### config.mk
export PLATFORM = sky130hd
export DESIGN_NAME = monitor_control_pin_logic
export DESIGN_NICKNAME = d
export VERILOG_FILES = /design/src/verilog/monitor_pins_pkg.sv /design/src/verilog/pulse_if.sv /design/src/verilog/low_pulse_timer.sv /design/src/verilog/monitor_control_pin_logic.sv
export SDC_FILE = /design/constraint.sdc
export NUM_CORES = 1
export LEC_CHECK = 0
export BUFFER_PORTS_ARGS = -buffer_cell sky130_fd_sc_hd__buf_2
export CORE_UTILIZATION = 25
export DETAILED_ROUTE_END_ITERATION = 16
export GPL_TIMING_DRIVEN = 0
export SLEW_MARGIN = 30
export SYNTH_ARGS = -nofsm -noshare
export SYNTH_HDL_FRONTEND = slang
export SYNTH_SLANG_ARGS = --single-unit
### constraint.sdc
create_clock -name clock -period 2.8 [get_ports clock]
set_input_delay 0 -clock clock [delete_from_list [all_inputs] [get_ports clock]]
set_output_delay 0 -clock clock [all_outputs]
set_load 0.02 [all_outputs]
### src/verilog/monitor_pins_pkg.sv
// Package of offsets, fields, reset values and timing for the monitor pin logic
package monitor_pins_pkg;

  // Register offsets
  localparam logic [7:0] CONFIG_ADDR     = 8'h40;
  localparam logic [7:0] RESET_CTRL_ADDR = 8'h44;
  localparam logic [7:0] CI_CLEAR_ADDR   = 8'h46;
  localparam logic [7:0] PIN_STATUS_ADDR = 8'h4F;

  // Configuration register fields
  localparam int CFG_INT_EN_BIT    = 1;
  localparam int CFG_RST_GO_BIT    = 4;
  localparam int CFG_CI_CLEAR_BIT  = 6;

  // Reset control and intrusion clear fields
  localparam int RST_OUT_EN_BIT    = 7;
  localparam int CI_CLEAR_BIT      = 7;

  // Pin status fields
  localparam int STAT_STRAP_LSB    = 0;
  localparam int STAT_INT_BIT      = 2;
  localparam int STAT_CI_PULSE_BIT = 3;
  localparam int STAT_RST_PULSE_BIT = 4;
  localparam int STAT_TEST_BIT     = 5;
  localparam int STAT_CI_LEVEL_BIT = 6;

  // Reset values and read data of unmapped addresses and bits
  localparam logic [7:0] CONFIG_RESET     = 8'h00;
  localparam logic [7:0] RESET_CTRL_RESET = 8'h00;
  localparam logic [7:0] CI_CLEAR_RESET   = 8'h00;
  localparam logic [7:0] UNMAPPED_DATA    = 8'h00;

  // Timing
  localparam int unsigned CLOCK_KHZ      = 250000;
  localparam int unsigned PULSE_MIN_MS   = 20;
  localparam int unsigned PULSE_CYCLES   = PULSE_MIN_MS * CLOCK_KHZ;
  localparam int          PULSE_CNT_W    = 23;

  // Pulse channels
  localparam int CH_RESET     = 0;
  localparam int CH_INTRUSION = 1;
  localparam int NUM_CH       = 2;

endpackage : monitor_pins_pkg

### src/verilog/pulse_if.sv
// Interface between pin control and a low-pulse timer
`timescale 1ns/100ps
`default_nettype none
interface pulse_if;
  logic start;
  logic active;
  modport timer (input start, output active);
  modport ctrl  (output start, input active);
endinterface : pulse_if
`default_nettype wire

### src/verilog/low_pulse_timer.sv
// Minimum-width low pulse timer for an open-drain pin
`timescale 1ns/100ps
`default_nettype none
module low_pulse_timer
  import monitor_pins_pkg::*;
#(
  parameter int unsigned LEN = PULSE_CYCLES
) (
  // Clock and reset
  input  wire logic clock,
  input  wire logic rstn,
  // Control side
  pulse_if.timer    pif
);

  localparam logic [PULSE_CNT_W-1:0] LOAD = PULSE_CNT_W'(LEN - 1);

  logic [PULSE_CNT_W-1:0] count;

  // Hold active for LEN cycles, then release
  always_ff @(posedge clock) begin
    if (!rstn) begin
      pif.active <= 1'b0;
      count      <= '0;
    end else if (!pif.active) begin
      if (pif.start) begin
        pif.active <= 1'b1;
        count      <= LOAD;
      end
    end else if (count == '0) begin
      pif.active <= 1'b0;
    end else begin
      count <= count - 1'b1;
    end
  end

endmodule : low_pulse_timer
`default_nettype wire

### src/verilog/monitor_control_pin_logic.sv
// Pin-level control logic of the hardware monitor: straps, interrupt, intrusion, reset, test
`timescale 1ns/100ps
`default_nettype none
module monitor_control_pin_logic
  import monitor_pins_pkg::*;
#(
  parameter int unsigned PULSE_LEN = PULSE_CYCLES
) (
  // Clock and reset
  input  wire logic       clock,
  input  wire logic       rstn,
  // Register port
  input  wire logic [7:0] reg_addr,
  input  wire logic [7:0] reg_wdata,
  input  wire logic       reg_wr,
  input  wire logic       reg_rd,
  output var  logic [7:0] reg_rdata,
  // Address straps
  input  wire logic       addr_strap_low_test_out_in,
  output var  logic       addr_strap_low_test_out_out,
  output var  logic       addr_strap_low_test_out_oe,
  input  wire logic       addr_strap_high,
  output var  logic [1:0] serial_addr_low,
  // Serial bus pins
  input  wire logic       scl_in,
  input  wire logic       sda_in,
  output var  logic       sda_out,
  output var  logic       sda_oe,
  input  wire logic       sda_pull_req,
  // Fan tach inputs, part of the test chain
  input  wire logic       tach_input_one,
  input  wire logic       tach_input_two,
  // Intrusion line
  input  wire logic       intrusion_line_in,
  output var  logic       intrusion_line_out,
  output var  logic       intrusion_line_oe,
  output var  logic       intrusion_seen,
  // Interrupt pin
  input  wire logic       irq_req,
  output var  logic       int_n_out,
  output var  logic       int_n_oe,
  // Master reset pin
  input  wire logic       reset_n_pin_in,
  output var  logic       reset_n_pin_out,
  output var  logic       reset_n_pin_oe,
  output var  logic       soft_rstn,
  // Test mode pin
  input  wire logic       test_mode_in_analog_out,
  output var  logic       analog_out_en
);

  // Register decode shared by read and write paths
  function automatic logic hit(input logic [7:0] a, input logic [7:0] r);
    hit = (a == r);
  endfunction : hit

  // NAND chain over the pins under test
  function automatic logic nand_chain(input logic [5:0] v);
    logic acc;
    acc = 1'b1;
    for (int i = 0; i < 6; i++) begin
      acc = ~(acc & v[i]);
    end
    nand_chain = acc;
  endfunction : nand_chain

  // Internal state
  logic       int_rstn;
  logic       drive_guard;
  logic       strap_taken;
  logic [1:0] strap;
  logic       int_en;
  logic       rst_go;
  logic       cfg_ci_clear;
  logic       rst_out_en;
  logic       reg_ci_clear;
  logic       test_mode;
  logic       ci_level;
  logic       chain_result;
  logic       ci_req;
  logic       rst_req;
  logic [7:0] next_rdata;

  pulse_if pif [NUM_CH] ();

  // Timers for the reset and intrusion-clear pulses
  genvar g;
  generate
    for (g = 0; g < NUM_CH; g++) begin : g_timer
      low_pulse_timer #(
        .LEN (PULSE_LEN)
      ) u_timer (
        .clock (clock),
        .rstn  (int_rstn),
        .pif   (pif[g])
      );
    end
  endgenerate

  assign ci_req  = cfg_ci_clear | reg_ci_clear;
  assign rst_req = rst_out_en & rst_go;

  assign pif[CH_INTRUSION].start = ci_req;
  assign pif[CH_RESET].start     = rst_req;

  // Pin reset, ignored while the device itself drives the pin
  always_ff @(posedge clock) begin
    if (!rstn) begin
      int_rstn    <= 1'b0;
      drive_guard <= 1'b0;
    end else begin
      drive_guard <= reset_n_pin_oe;
      int_rstn    <= reset_n_pin_in | reset_n_pin_oe | drive_guard;
    end
  end

  // Reset to the rest of the chip
  always_ff @(posedge clock) begin
    if (!rstn) begin
      soft_rstn <= 1'b0;
    end else begin
      soft_rstn <= int_rstn;
    end
  end

  // Strap capture after reset release
  always_ff @(posedge clock) begin
    if (!int_rstn) begin
      strap_taken <= 1'b0;
      strap       <= 2'h0;
    end else if (!strap_taken && !test_mode) begin
      strap_taken <= 1'b1;
      strap       <= {addr_strap_high, addr_strap_low_test_out_in};
    end
  end

  always_ff @(posedge clock) begin
    if (!int_rstn) begin
      serial_addr_low <= 2'h0;
    end else begin
      serial_addr_low <= strap;
    end
  end

  // Configuration register
  always_ff @(posedge clock) begin
    if (!int_rstn) begin
      int_en       <= CONFIG_RESET[CFG_INT_EN_BIT];
      rst_go       <= CONFIG_RESET[CFG_RST_GO_BIT];
      cfg_ci_clear <= CONFIG_RESET[CFG_CI_CLEAR_BIT];
    end else if (reg_wr && hit(reg_addr, CONFIG_ADDR)) begin
      int_en       <= reg_wdata[CFG_INT_EN_BIT];
      rst_go       <= reg_wdata[CFG_RST_GO_BIT];
      cfg_ci_clear <= reg_wdata[CFG_CI_CLEAR_BIT];
    end else begin
      if (pif[CH_RESET].active) begin
        rst_go <= 1'b0;
      end
      if (pif[CH_INTRUSION].active) begin
        cfg_ci_clear <= 1'b0;
      end
    end
  end

  // Reset output enable register
  always_ff @(posedge clock) begin
    if (!int_rstn) begin
      rst_out_en <= RESET_CTRL_RESET[RST_OUT_EN_BIT];
    end else if (reg_wr && hit(reg_addr, RESET_CTRL_ADDR)) begin
      rst_out_en <= reg_wdata[RST_OUT_EN_BIT];
    end
  end

  // Intrusion clear register
  always_ff @(posedge clock) begin
    if (!int_rstn) begin
      reg_ci_clear <= CI_CLEAR_RESET[CI_CLEAR_BIT];
    end else if (reg_wr && hit(reg_addr, CI_CLEAR_ADDR)) begin
      reg_ci_clear <= reg_wdata[CI_CLEAR_BIT];
    end else if (pif[CH_INTRUSION].active) begin
      reg_ci_clear <= 1'b0;
    end
  end

  // Test mode and intrusion level sampling
  always_ff @(posedge clock) begin
    if (!int_rstn) begin
      test_mode    <= 1'b0;
      ci_level     <= 1'b0;
      chain_result <= 1'b0;
    end else begin
      test_mode    <= test_mode_in_analog_out;
      ci_level     <= intrusion_line_in & ~intrusion_line_oe;
      chain_result <= nand_chain({scl_in, sda_in, tach_input_one, tach_input_two,
                                  intrusion_line_in, addr_strap_high});
    end
  end

  always_ff @(posedge clock) begin
    if (!int_rstn) begin
      intrusion_seen <= 1'b0;
    end else begin
      intrusion_seen <= ci_level;
    end
  end

  // Analogue output only outside test mode
  always_ff @(posedge clock) begin
    if (!int_rstn) begin
      analog_out_en <= 1'b0;
    end else begin
      analog_out_en <= ~test_mode;
    end
  end

  // Low strap pin as test chain output
  always_ff @(posedge clock) begin
    if (!int_rstn) begin
      addr_strap_low_test_out_oe  <= 1'b0;
      addr_strap_low_test_out_out <= 1'b0;
    end else begin
      addr_strap_low_test_out_oe  <= test_mode;
      addr_strap_low_test_out_out <= chain_result;
    end
  end

  // Serial data, pull-down only
  always_ff @(posedge clock) begin
    if (!int_rstn) begin
      sda_out <= 1'b0;
      sda_oe  <= 1'b0;
    end else begin
      sda_out <= 1'b0;
      sda_oe  <= sda_pull_req;
    end
  end

  // Interrupt pin, open drain
  always_ff @(posedge clock) begin
    if (!int_rstn) begin
      int_n_out <= 1'b0;
      int_n_oe  <= 1'b0;
    end else begin
      int_n_out <= 1'b0;
      int_n_oe  <= int_en & irq_req;
    end
  end

  // Intrusion line clear pulse, open drain
  always_ff @(posedge clock) begin
    if (!int_rstn) begin
      intrusion_line_out <= 1'b0;
      intrusion_line_oe  <= 1'b0;
    end else begin
      intrusion_line_out <= 1'b0;
      intrusion_line_oe  <= pif[CH_INTRUSION].active;
    end
  end

  // Reset pin pulse, open drain
  always_ff @(posedge clock) begin
    if (!int_rstn) begin
      reset_n_pin_out <= 1'b0;
      reset_n_pin_oe  <= 1'b0;
    end else begin
      reset_n_pin_out <= 1'b0;
      reset_n_pin_oe  <= pif[CH_RESET].active;
    end
  end

  // Read mux
  always_comb begin
    next_rdata = UNMAPPED_DATA;
    if (hit(reg_addr, CONFIG_ADDR)) begin
      next_rdata[CFG_INT_EN_BIT]   = int_en;
      next_rdata[CFG_RST_GO_BIT]   = rst_go;
      next_rdata[CFG_CI_CLEAR_BIT] = cfg_ci_clear;
    end else if (hit(reg_addr, RESET_CTRL_ADDR)) begin
      next_rdata[RST_OUT_EN_BIT] = rst_out_en;
    end else if (hit(reg_addr, CI_CLEAR_ADDR)) begin
      next_rdata[CI_CLEAR_BIT] = reg_ci_clear;
    end else if (hit(reg_addr, PIN_STATUS_ADDR)) begin
      next_rdata[STAT_STRAP_LSB +: 2]  = strap;
      next_rdata[STAT_INT_BIT]         = int_n_oe;
      next_rdata[STAT_CI_PULSE_BIT]    = pif[CH_INTRUSION].active;
      next_rdata[STAT_RST_PULSE_BIT]   = pif[CH_RESET].active;
      next_rdata[STAT_TEST_BIT]        = test_mode;
      next_rdata[STAT_CI_LEVEL_BIT]    = ci_level;
    end
  end

  // Read data in the cycle after the strobe only
  always_ff @(posedge clock) begin
    if (!int_rstn) begin
      reg_rdata <= 8'h00;
    end else if (reg_rd) begin
      reg_rdata <= next_rdata;
    end else begin
      reg_rdata <= 8'h00;
    end
  end

endmodule : monitor_control_pin_logic
`default_nettype wire

# After elaboration in Yosys (flattened, before gate mapping)
# Cells that the tools add are included.
# totals
ff_bits	80
latch_bits	0
ramBits	0
mem_bits_ro	0
inputBits	31
output_inout_bits	23
word_cells	102
n_memories	0
# op_classes
addsub	2
multipliers	0
div_mod_pow	0
magnitude_cmp	0
n_eq_ne	6
shift	0
muxes	25
n_bitwise	22
n_reduce_logical	18
# ops
op	count
$mux W23	6
$logic_not A23 Y1	2
$sub A23 B1 Y23 const B	2
$eq A8 B7 Y1 const B	4
$mux W7	3
$mux W1	16
$not A1 Y1	11
$reduce_bool A2 Y1	5
$and A1 B1 Y1	8
$reduce_and A2 Y1	3
$reduce_or A6 Y1	1
$logic_and A1 B1 Y1	4
$ne A2 B2 Y1 const B	2
$or A1 B1 Y1	3
$reduce_or A3 Y1	1
$logic_not A1 Y1	2

# Logic depth before layout (Yosys ltp)
# Gate-level depths: netlist (run 1).
# logic_depth
depth_word	11
mapped_depth	8
ltp_nobuf	7

# By module
# Synthesis (run 1) repeated with hierarchy kept, for this count alone.
# hier_totals
cells_unflattened	435
area_unflattened_um2	3678.5
# modules_own_cells
module	instances	cells_per_inst	area_per_inst_um2	seq_area_each_um2
low_pulse_timer	2	164	1282.5	480.5
monitor_control_pin_logic	1	107	1113.6	640.6

# Worst setup path after synthesis (run 1)
# No wires, ideal clock.
# synth_timing
kind	register -> register
from	register g_timer[0].u_timer.count[8]
to	register g_timer[0].u_timer.count[5]
setup_time_ns	0.116
t_arrival_ns	2.273
required_ns	2.684
setup_slack_ns	0.411
path_stages_with_launch	8
path_buffers	2
period_less_slack_ns	2.389
path_cell_list	dfxtp_1 or4_1 buf_2 or3_1 buf_2 o31a_1 a311o_1 and3_1
# synth_between
elab_chain_cells	3
# synth_rtl
item	line_no	text
start: declaration	low_pulse_timer.sv:18	logic [PULSE_CNT_W-1:0] count;
start signal: assignment	low_pulse_timer.sv:33	count <= count - 1'b1;
$logic_not A23 Y1	low_pulse_timer.sv:30	end else if (count == '0) begin
$ne A2 B2 Y1 (no source line)	n/a	
$reduce_and A2 Y1 (no source line)	n/a	
# Every way passes these cells.
# A chain may end at the register's enable or synchronous reset.

# Worst setup path after layout (run 1)
# layout_timing
from	register g_timer[1].u_timer.count[11]
to	register g_timer[1].u_timer.count[19]
# layout_between
elab_chain_cells	3
word_cells_on_any_way	6
classes_between	add/sub: 1; eq/ne: 1; mux: 2; reduce/logical: 2
# layout_rtl
item	line_no
start: declaration	low_pulse_timer.sv:18
start signal: assignment	low_pulse_timer.sv:33
$sub A23 B1 Y23 / $logic_not A23 Y1 (equally long branches)	low_pulse_timer.sv:33, low_pulse_timer.sv:30
$mux W23 / $ne A2 B2 Y1 (equally long branches)	n/a
$mux W23 / $reduce_and A2 Y1 (equally long branches)	n/a
# Parallel ways exist; a longest one is shown, timed or not. The select of a mux whose other input is x is not followed.

==> results of run 1 <==
## worst register-to-register path, cell delays in order, from the launching register on
cell and delay [ps]:
dfxtp_1 380, nor4_1 640, and4_1 280, clkbuf_1 370, a21boi_1 290, a311o_1 370
o311a_1 120
## stage by stage
stage	util [%]	setup WS (ps)	hold WS, ps	power [W]	cells
floorplan	-	411	91.8	0.00121	401
global placement	28.8	139	178	0.00125	626
detailed placement	28.8	156	186	0.00125	626
CTS	32.5	125	22.1	0.00258	659
global route	32.5	37.0	56.6	0.00263	659
finish	32.5	239	26.7	0.00256	659
## layout by cell type, fill, tap and decap left out, types with 4 or more instances in the layout
| cell | n |
|---|---|
| conb_1 | 4 |
| a211oi_1 | 6 |
| clkbuf_1 | 15 |
| dfxtp_1 | 80 |
| nand3_1 | 15 |
| xnor2_1 | 11 |
| inv_1 | 7 |
| o21ai_0 | 6 |
| o211ai_1 | 5 |
| mux2i_1 | 4 |
| clkbuf_16 | 9 |
| buf_2 | 48 |
| or4_1 | 8 |
| nand3b_1 | 4 |
| nor4_1 | 6 |
| buf_4 | 4 |
| and3_1 | 6 |
| nand4_1 | 9 |
| nor4b_1 | 4 |
| and2_1 | 18 |
| a21boi_0 | 8 |
| nor3_1 | 23 |
| a21oi_1 | 30 |
| or3_1 | 7 |
| a31oi_1 | 6 |
| xor2_1 | 8 |
| dlygate4sd3_1 | 17 |
| nor2_1 | 29 |
| nand2_1 | 25 |
| o41ai_1 | 4 |
## path summary, 6_finish.rpt
kind / from / end / slack [ps]
hold reg to reg: intrusion_line_oe / ci_level / 450
setup reg to reg: g_timer[1].u_timer.count[11] / g_timer[1].u_timer.count[19] / 240
setup / recovery: g_timer[1].u_timer.count[11] / g_timer[1].u_timer.count[19] / 240
hold / removal: reg_rd / reg_rdata[1] / 30
## power by group through the flow
| stage | clock [W] | combinational [W] | sequential [W] |
|---|---|---|---|
| global placement | 0 | 0.0000786 | 0.00117 |
| finish | 0.00132 | 0.0000968 | 0.00115 |
| detailed placement | 0 | 0.0000793 | 0.00118 |
| global route | 0.00137 | 0.000105 | 0.00115 |
| floorplan | 0 | 0.0000365 | 0.00118 |
| CTS | 0.00133 | 0.0000967 | 0.00115 |
## layer usage
| layer | GRT usage (%) | part of all wire (%) |
|---|---|---|
| met4 | 4.17 | 1.4 |
| met1 | 15.4 | 47 |
| met5 | 0 | 0 |
| met2 | 19.8 | 47 |
| met3 | 2.83 | 4.4 |
## cell type report
| type | count | area [µm²] |
|---|---|---|
| multi-input cells | 291 | 1810 |
| clock inverters | 7 | 109 |
| plain buffers | 22 | 101 |
| clock buffers | 9 | 225 |
| inverters | 8 | 30.0 |
| fillers | 1416 | 9330 |
| repair buffers | 62 | 395 |
| flip-flops and latches | 80 | 1600 |
| well taps | 180 | 225 |
## what timing repair did
item	4_1_cts	5_1_grt
endpoints found under the setup margin	0	2
hold buffers	17	0
gates resized for setup	0	1
hold endpoints to repair	15	0
## sequential cells by signal (all words and copies together), names as in the netlist, 2 cells and up
register / count
g_timer.u_timer.count: 46
strap: 2
g_timer.u_timer.pif.active: 2
serial_addr_low: 2
reg_rdata: 8
## logic make-up after synthesis
| group | after synthesis |
|---|---|
| adders and majority gates | 2 |
| buffers and inverters | 30 |
| xor gates and xnor gates | 19 |
| muxes | 4 |
| DFF | 80 |
| other | 1 |
| and+or+nand+nor | 172 |
| AOI/OAI and AO/OA | 90 |
==> out/metrics.csv, run 1 <==
stage,metric,value,unit
power_and_ir_drop,sw frac,22.2,%
synthesis,compound-cell area share of the yosys netlist,17.1,%
synthesis,sequential fraction of the synthesis area,45.4,%
synthesis,simple-gate portion of the synthesized area,27.1,%
synthesis,"EDFF count, synth",0,
clock_network,clock slew at reported path FFs,70,ps
synthesis,yosys warns,0,
synthesis,adder-cell area share of the yosys netlist,0.710,%
sta,Tcrit/Tclk final,91.5,%
power_and_ir_drop,VDD IR max,0.347,mV
synthesis,Synth Instances,398,
cells_and_area,share of layout cells above drive strength 1,15.4,%
clock_network,Num CTS Buffers,9,
place,port buffer count,45,
place,Final GP Congestion,0.807,
clock_network,CTS Buffer Depth,2,
clock_network,Clk Tree Root Cell,clkbuf_16,
worst_setup_path,CP Depth,6,
detailed_routing,post-route ant nets,0,
sta,Worst Tran Pin Value,772,ps
sta,Slew Limit Fails,0,
detailed_routing,final WL,8700,µm
grt,initial antenna violation count,0,
worst_setup_path,Worst R2R Path Depth,6,
run,Max Cap Viol,0,
worst_setup_path,critical path buffer and inverter count,1,
clock_network,CTS tree,done,
cells_and_area,# diodes,0,
synthesis,Synth area leader,dfxtp_1,
sta,clock skew,8.35,ps
sta,Slew HR,48.0,%
worst_setup_path,family with the most delay on the worst path,simple AND/OR/NAND/NOR gates,
detailed_routing,vias,3228,
power_and_ir_drop,Int Power,0.00199,W
sta,crit path time final,2560,ps
grt,Total Routing Usage GR,12.0,%
floorplan,CORE AREA,0.0138,mm²
synthesis,synth unique cells,57,
synthesis,"count leader, synth",dfxtp_1,
power_and_ir_drop,Net Sw Power,0.000570,W
cells_and_area,Area Overhead vs Synth,27.6,%
worst_setup_path,Crit-path slowest cell,nor4_1,
synthesis,"top cells by area, synth","dfxtp_1 (45%), a21oi_1 (4.3%), nor3_1 (3.3%), and2_1 (3.2%), nor2_1 (3.1%)",
sta,final setup violation count,0,
power_and_ir_drop,Clk pwr share,51.4,%
grt,largest net degree at the start of global routing,17,
synthesis,Synth top area share,45.4,%
clock_network,clk sinks,80,
floorplan,I/O pin cnt,54,
detailed_routing,vias per std cell,4.90,
synthesis,Synth Area per Inst,8.86,µm²
power_and_ir_drop,Leakage,1.70,nW
floorplan,Initial Util,25.5,%
detailed_routing,DRC,0,
synthesis,XOR/XNOR Fraction of Synth Area,4.72,%
floorplan,die area,0.0146,mm²
run_status,status,finished clean,
place,Post-DP Area,0.00399,mm²
cells_and_area,"Design Area, Final",0.00450,mm²
place,final HPWL from detailed placement,5990,µm
worst_setup_path,Worst path max stage delay,640,ps
grt,vias in the first global route,3015,
worst_setup_path,WP data required,3030,ps
worst_setup_path,WP data arrival,2790,ps
detailed_routing,drt pass-1 iters,6,
floorplan,row cnt,43,
synthesis,combinational family with the most area after synthesis,simple AND/OR/NAND/NOR gates,
sta,Max Freq,0.390,GHz
worst_hold_path,cell depth of the worst hold path,3,
synthesis,Post-synth top cells,"dfxtp_1 (80), a21oi_1 (30), nor2_1 (29)",
power_and_ir_drop,Comb power frac,3.8,%
worst_setup_path,nature of the critical path endpoint,flip-flop,
detailed_routing,1st-iter DRT viols,166,
floorplan,die height,121,µm
clock_network,"Setup Fix Bufs, Post-CTS",0,
clock_network,htree depth,3,
worst_setup_path,CP Max Fanout,10,
grt,first-pass GRT wire length,14100,µm
sta,setup TNS,0,ps
synthesis,most used flip-flop cell after synthesis,dfxtp_1,
grt,gr ovfl total,0,
cells_and_area,final net count,507,
worst_setup_path,Crit Path Category,reg2reg,
synthesis,post-synthesis instance area,0.00353,mm²
floorplan,Die Wd,121,µm
sta,RSZ-0062 raised after global routing,no,
power_and_ir_drop,power per cell area,569,mW/mm²
worst_setup_path,CP Cell Sequence,"nor4_1, and4_1, clkbuf_1, a21boi_1, a311o_1, o311a_1",
clock_network,later-pin clock latency in the skew report,340,ps
worst_setup_path,crit path launch type,flip-flop,
power_and_ir_drop,Seq pwr share,44.9,%
sta,Hold Fails Final Rpt,0,
synthesis,multiplexer area fraction after synthesis,1.14,%
synthesis,asr flop ratio synth,0,%
synthesis,#FFs+latches synth,80,
detailed_routing,WL per Instance,13.2,µm
worst_hold_path,hold crit path type,in2reg,
Power figures use the tool's default switching activity.
==> run 2: changes to the inputs <==
==> constraint.sdc (replaced) <==
create_clock -name clock -period 2.8 [get_ports clock]
set_input_delay 0.42 -clock clock [delete_from_list [all_inputs] [get_ports clock]]
set_output_delay 0.42 -clock clock [all_outputs]
set_load 0.02 [all_outputs]
==> run 2 against run 1 <==
Die area stayed put. Sequential share of layout area is 1.4 points higher. Global-route usage is 0.28 points lower. Routed wire length is 2.3% lower. Worst setup slack better by 6.3 ps. Register-to-register slack hardly changed. Combinational power is 18% lower. Clock power hardly changed. Count of clock-buffer cells in the layout stayed put. Core utilization is 1.2 points lower. Power is 0.77% lower. Hold slack better by 220 ps. Highest routed layer unchanged.
==> out/metrics.csv, run 2 (synthesized netlist as in run 1, its figures left out) <==
stage,metric,value,unit
grt,first-pass GRT wire length,13800,µm
sta,setup ws final,245,ps
sta,Tcrit/Tclk final,91.2,%
clock_network,clk sinks,80,
worst_setup_path,CP Max Fanout,10,
floorplan,Die Wd,121,µm
detailed_routing,DRC,0,
worst_setup_path,Crit-path slowest cell,nor4_1,
sta,Slew Limit Fails,0,
power_and_ir_drop,VDD IR max,0.347,mV
worst_setup_path,Worst path max stage delay,640,ps
cells_and_area,most frequent cells in the layout,"dfxtp_1 (80), buf_2 (48), a21oi_1 (30)",
grt,Total Routing Usage GR,11.8,%
detailed_routing,final WL,8500,µm
grt,gr ovfl total,0,
floorplan,row cnt,43,
sta,RSZ-0062 raised after global routing,no,
run,Max Cap Viol,0,
cells_and_area,Reg area,0.00160,mm²
clock_network,htree depth,3,
detailed_routing,vias per std cell,4.87,
detailed_routing,post-route ant nets,0,
cells_and_area,fin util,31.3,%
worst_setup_path,crit path launch type,flip-flop,
worst_setup_path,CP Cell Sequence,"nor4_1, and4_1, clkbuf_1, a21boi_1, a311o_1, o311a_1",
worst_setup_path,r2r setup slk,250,ps
worst_setup_path,nature of the critical path endpoint,flip-flop,
clock_network,later-pin clock latency in the skew report,340,ps
detailed_routing,1st-iter DRT viols,144,
cells_and_area,share of layout cells above drive strength 1,16.0,%
cells_and_area,"commonest non-fill, non-tap cell in the layout",dfxtp_1,
cells_and_area,Area Overhead vs Synth,22.8,%
place,Final GP Congestion,0.807,
clock_network,"Setup Fix Bufs, Post-CTS",0,
sta,final setup violation count,0,
grt,initial antenna violation count,0,
detailed_routing,drt pass-1 iters,4,
sta,Hold Fails Final Rpt,0,
floorplan,die height,121,µm
place,final HPWL from detailed placement,5990,µm
worst_setup_path,WP data required,3020,ps
floorplan,die area,0.0146,mm²
sta,setup TNS,0,ps
sta,Max Freq,0.391,GHz
grt,vias in the first global route,2920,
sta,Slew HR,47.8,%
run_status,status,finished clean,
cells_and_area,number of flip-flops in the largest register,46,
cells_and_area,largest reg by FF count,g_timer.u_timer.count,
floorplan,CORE AREA,0.0138,mm²
sta,crit path time final,2550,ps
power_and_ir_drop,Leakage,1.62,nW
clock_network,Num CTS Buffers,9,
place,Post-Place Setup Slack,156,ps
floorplan,I/O pin cnt,54,
worst_setup_path,WP data arrival,2780,ps
cells_and_area,registers with the most flip-flops,"g_timer.u_timer.count x46, reg_rdata x8",
power_and_ir_drop,power per cell area,587,mW/mm²
grt,largest net degree at the start of global routing,17,
detailed_routing,WL per Instance,13.2,µm
cells_and_area,Fillers,1437,
clock_network,CTS tree,done,
sta,clock skew,8.30,ps
floorplan,Initial Util,25.5,%
clock_network,hold-fix buffers at CTS,0,
worst_hold_path,hold crit path type,in2reg,
clock_network,clock slew at reported path FFs,60,ps
cells_and_area,final net count,490,
cells_and_area,multi-input logic area,0.00181,mm²
sta,Worst Tran Pin Value,776,ps
worst_setup_path,Crit Path Category,reg2reg,
clock_network,Clk Tree Root Cell,clkbuf_16,
cells_and_area,# diodes,0,
clock_network,CTS Buffer Depth,2,
place,port buffer count,45,
detailed_routing,vias,3128,
clock_network,# resized after CTS,0,
run 2: changes by cell type in the layout (fill, tap and decap cells not counted), sizes merged:
| cell | before | now |
|---|---|---|
| dlygate4sd3 | 17 | 0 |
run 2: final cells by class:
type | instances | area share (%)
plain buffers | 22 | 2.34
repair buffers | 45 | 5.20
multi-input cells | 291 | 41.9
clock buffers | 9 | 5.20
well taps | 180 | 5.20
clock inverters | 7 | 2.51
inverters | 8 | 0.693
flip-flops and latches | 80 | 37.0
run 2: metal layers:
layer	up-vias	wire [µm]	global-route usage (%)
met5	-	0	0
met4	0	78	3.94
met3	7	346	2.83
met2	61	3980	19.0
met1	1486	4100	15.3
li1	1574	-	-
run 2: critical path: cells and delay by family (launching register included):
| kind | cells | cell delay (ps) |
|---|---|---|
| DFF | 1 | 380 |
| and+or+nand+nor | 2 | 920 |
| buffers and inverters | 1 | 360 |
| AOI/OAI and AO/OA | 3 | 770 |
run 2: worst paths after layout:
path	startpoint	endpoint	cells past startpoint
setup / recovery	g_timer[1].u_timer.count[11]	g_timer[1].u_timer.count[19]	6
hold / removal	scl_in	chain_result	2
setup reg to reg	g_timer[1].u_timer.count[11]	g_timer[1].u_timer.count[19]	6
hold reg to reg	intrusion_line_oe	ci_level	1
run 2: report_power, final:
part	total, W	leakage [nW]	switching, W	internal [W]
Sequential	0.00115	0.646	0.00000369	0.00115
Combinational	0.0000790	0.814	0.0000488	0.0000302
Clock	0.00131	0.164	0.000512	0.000801
Total	0.00254	1.62	0.000565	0.00198
run 2: through the flow:
stage	power (W)	area (µm²)	cells	hold WS, ps
after floorplan	0.00121	3540	401	412
after global placement	0.00125	3990	626	414
after detailed placement	0.00125	3990	626	430
after CTS	0.00256	4320	642	254
after global routing	0.00261	4330	642	257
final	0.00254	4330	642	251
==> run 3: changes to the inputs <==
CTS_BUF_LIST = sky130_fd_sc_hd__clkbuf_2   (was default)
==> run 3 against run 2 <==
Die area did not move. Clock skew is 27 ps higher. Routed wire length decreased by 0.80%. Non-clock buffer count grew 2. Design area decreased by 3.7%. Cell count up 0.31%. Hold slack worse by 190 ps. Core utilization fell by 1.2 points. Power decreased by 21%. Worst setup slack got worse by 57 ps. Highest routed layer unchanged.
==> out/metrics.csv, run 3 (synthesized netlist as in run 1, its figures left out) <==
stage,metric,value,unit
run_status,status,finished clean,
detailed_routing,WL per Instance,13.1,µm
detailed_routing,drt pass-1 iters,4,
worst_setup_path,CP Cell Sequence,"inv_1, ha_1, nor4b_4, and4_1, clkbuf_1, a21boi_1, a311o_1, o311a_1",
clock_network,htree depth,3,
sta,Slew HR,47.9,%
sta,Slew Limit Fails,0,
floorplan,Initial Util,25.5,%
power_and_ir_drop,Net Sw Power,0.000510,W
worst_setup_path,WP data required,3240,ps
place,Post-DP Area,0.00399,mm²
power_and_ir_drop,Leakage,1.56,nW
worst_setup_path,critical path buffer and inverter count,2,
cells_and_area,registers with the most flip-flops,"g_timer.u_timer.count x46, reg_rdata x8",
floorplan,die height,121,µm
sta,Hold Fails Final Rpt,0,
clock_network,later-pin clock latency in the skew report,550,ps
clock_network,CTS tree,done,
worst_setup_path,Worst path max stage delay,410,ps
clock_network,clk sinks,80,
clock_network,clock slew at reported path FFs,270,ps
grt,initial antenna violation count,0,
sta,crit path time final,2610,ps
cells_and_area,share of layout cells above drive strength 1,15.9,%
clock_network,CTS Buffer Depth,2,
power_and_ir_drop,power per cell area,482,mW/mm²
sta,Tcrit/Tclk final,93.3,%
place,Final GP Congestion,0.807,
clock_network,"Setup Fix Bufs, Post-CTS",0,
place,port buffer count,45,
worst_hold_path,hold crit path type,in2reg,
cells_and_area,"commonest non-fill, non-tap cell in the layout",dfxtp_1,
worst_setup_path,Crit Path Category,reg2reg,
worst_setup_path,WP data arrival,3060,ps
cells_and_area,most frequent cells in the layout,"dfxtp_1 (80), buf_2 (48), a21oi_1 (30)",
grt,first-pass GRT wire length,13800,µm
sta,RSZ-0062 raised after global routing,no,
clock_network,Clk Tree Root Cell,clkbuf_2,
sta,setup TNS,0,ps
sta,Max Freq,0.383,GHz
detailed_routing,post-route ant nets,0,
grt,largest net degree at the start of global routing,17,
power_and_ir_drop,Comb power frac,4.0,%
worst_setup_path,crit path launch type,flip-flop,
detailed_routing,DRC,0,
power_and_ir_drop,Clk pwr share,38.5,%
place,final HPWL from detailed placement,5990,µm
power_and_ir_drop,sw frac,25.4,%
floorplan,CORE AREA,0.0138,mm²
cells_and_area,# diodes,0,
power_and_ir_drop,Seq pwr share,57.4,%
power_and_ir_drop,VDD IR max,0.267,mV
cells_and_area,Area Overhead vs Synth,18.3,%
power_and_ir_drop,Int Power,0.00150,W
grt,vias in the first global route,2923,
cells_and_area,number of flip-flops in the largest register,46,
detailed_routing,vias per std cell,4.89,
worst_setup_path,family with the most delay on the worst path,compound AO/OA/AOI/OAI gates,
sta,final setup violation count,0,
sta,clock skew,35.7,ps
cells_and_area,"Design Area, Final",0.00417,mm²
floorplan,I/O pin cnt,54,
cells_and_area,largest reg by FF count,g_timer.u_timer.count,
worst_setup_path,Crit-path slowest cell,nor4b_4,
grt,gr ovfl total,0,
sta,Worst Tran Pin Value,775,ps
cells_and_area,final net count,492,
floorplan,die area,0.0146,mm²
detailed_routing,1st-iter DRT viols,177,
grt,Total Routing Usage GR,11.7,%
run,Max Cap Viol,0,
worst_setup_path,nature of the critical path endpoint,flip-flop,
floorplan,Die Wd,121,µm
detailed_routing,vias,3151,
worst_setup_path,CP Max Fanout,10,
detailed_routing,final WL,8440,µm
floorplan,row cnt,43,
clock_network,Num CTS Buffers,9,
run 3: cell count changes in the layout (fill, tap and decap cells not counted), sizes merged:
cell	delta
dlygate4sd3	+2
run 3: power by group through the flow:
stage	Sequential [W]	Combinational, W	Clock (W)
3_5_place_dp	0.00118	0.0000793	0
6_report	0.00115	0.0000811	0.000774
5_1_grt	0.00116	0.0000891	0.000837
2_1_floorplan	0.00118	0.0000365	0
4_1_cts	0.00115	0.0000807	0.000790
3_3_place_gp	0.00117	0.0000786	0
run 3: per-stage QoR:
stage | hold slack, ps | util [%] | instances | power [W] | worst slack (ps)
CTS | 17.4 | 30.0 | 643 | 0.00202 | 77.1
global placement | 414 | 28.8 | 626 | 0.00125 | 139
global route | 29.9 | 30.2 | 644 | 0.00208 | 10.5
floorplan | 412 | - | 401 | 0.00121 | 411
finish | 63.8 | 30.2 | 644 | 0.00201 | 188
detailed placement | 430 | 28.8 | 626 | 0.00125 | 156
run 3: what timing repair did:
item                                    in CTS  in global routing
hold buffers                                 1                  1
gates resized for setup                      0                  1
endpoints found under the setup margin       0                  2
hold endpoints to repair                     1                  1
run 3: routing by layer:
layer | vias up | wire (µm) | track usage (%)
met2 | 63 | 3970 | 18.7
li1 | 1578 | - | -
met5 | - | 0 | 0
met1 | 1505 | 4050 | 15.6
met4 | 0 | 55 | 2.62
met3 | 5 | 358 | 3.25
run 3: path summary, 6_finish.rpt:
path | to | depth (start not counted) | slack (ps) | from
max | g_timer[1].u_timer.count[19] | 8 | 190 | g_timer[1].u_timer.count[0]
min | int_rstn | 2 | 60 | rstn
max reg2reg | g_timer[1].u_timer.count[19] | 8 | 190 | g_timer[1].u_timer.count[0]
min reg2reg | ci_level | 1 | 460 | intrusion_line_oe
run 3: area by class of cell:
cell class | instances | area, µm²
fillers | 1459 | 9660
inverters | 8 | 30.0
clock buffers | 9 | 45.0
plain buffers | 22 | 101
flip-flops and latches | 80 | 1600
well taps | 180 | 225
repair buffers | 47 | 245
multi-input cells | 291 | 1810
clock inverters | 7 | 109
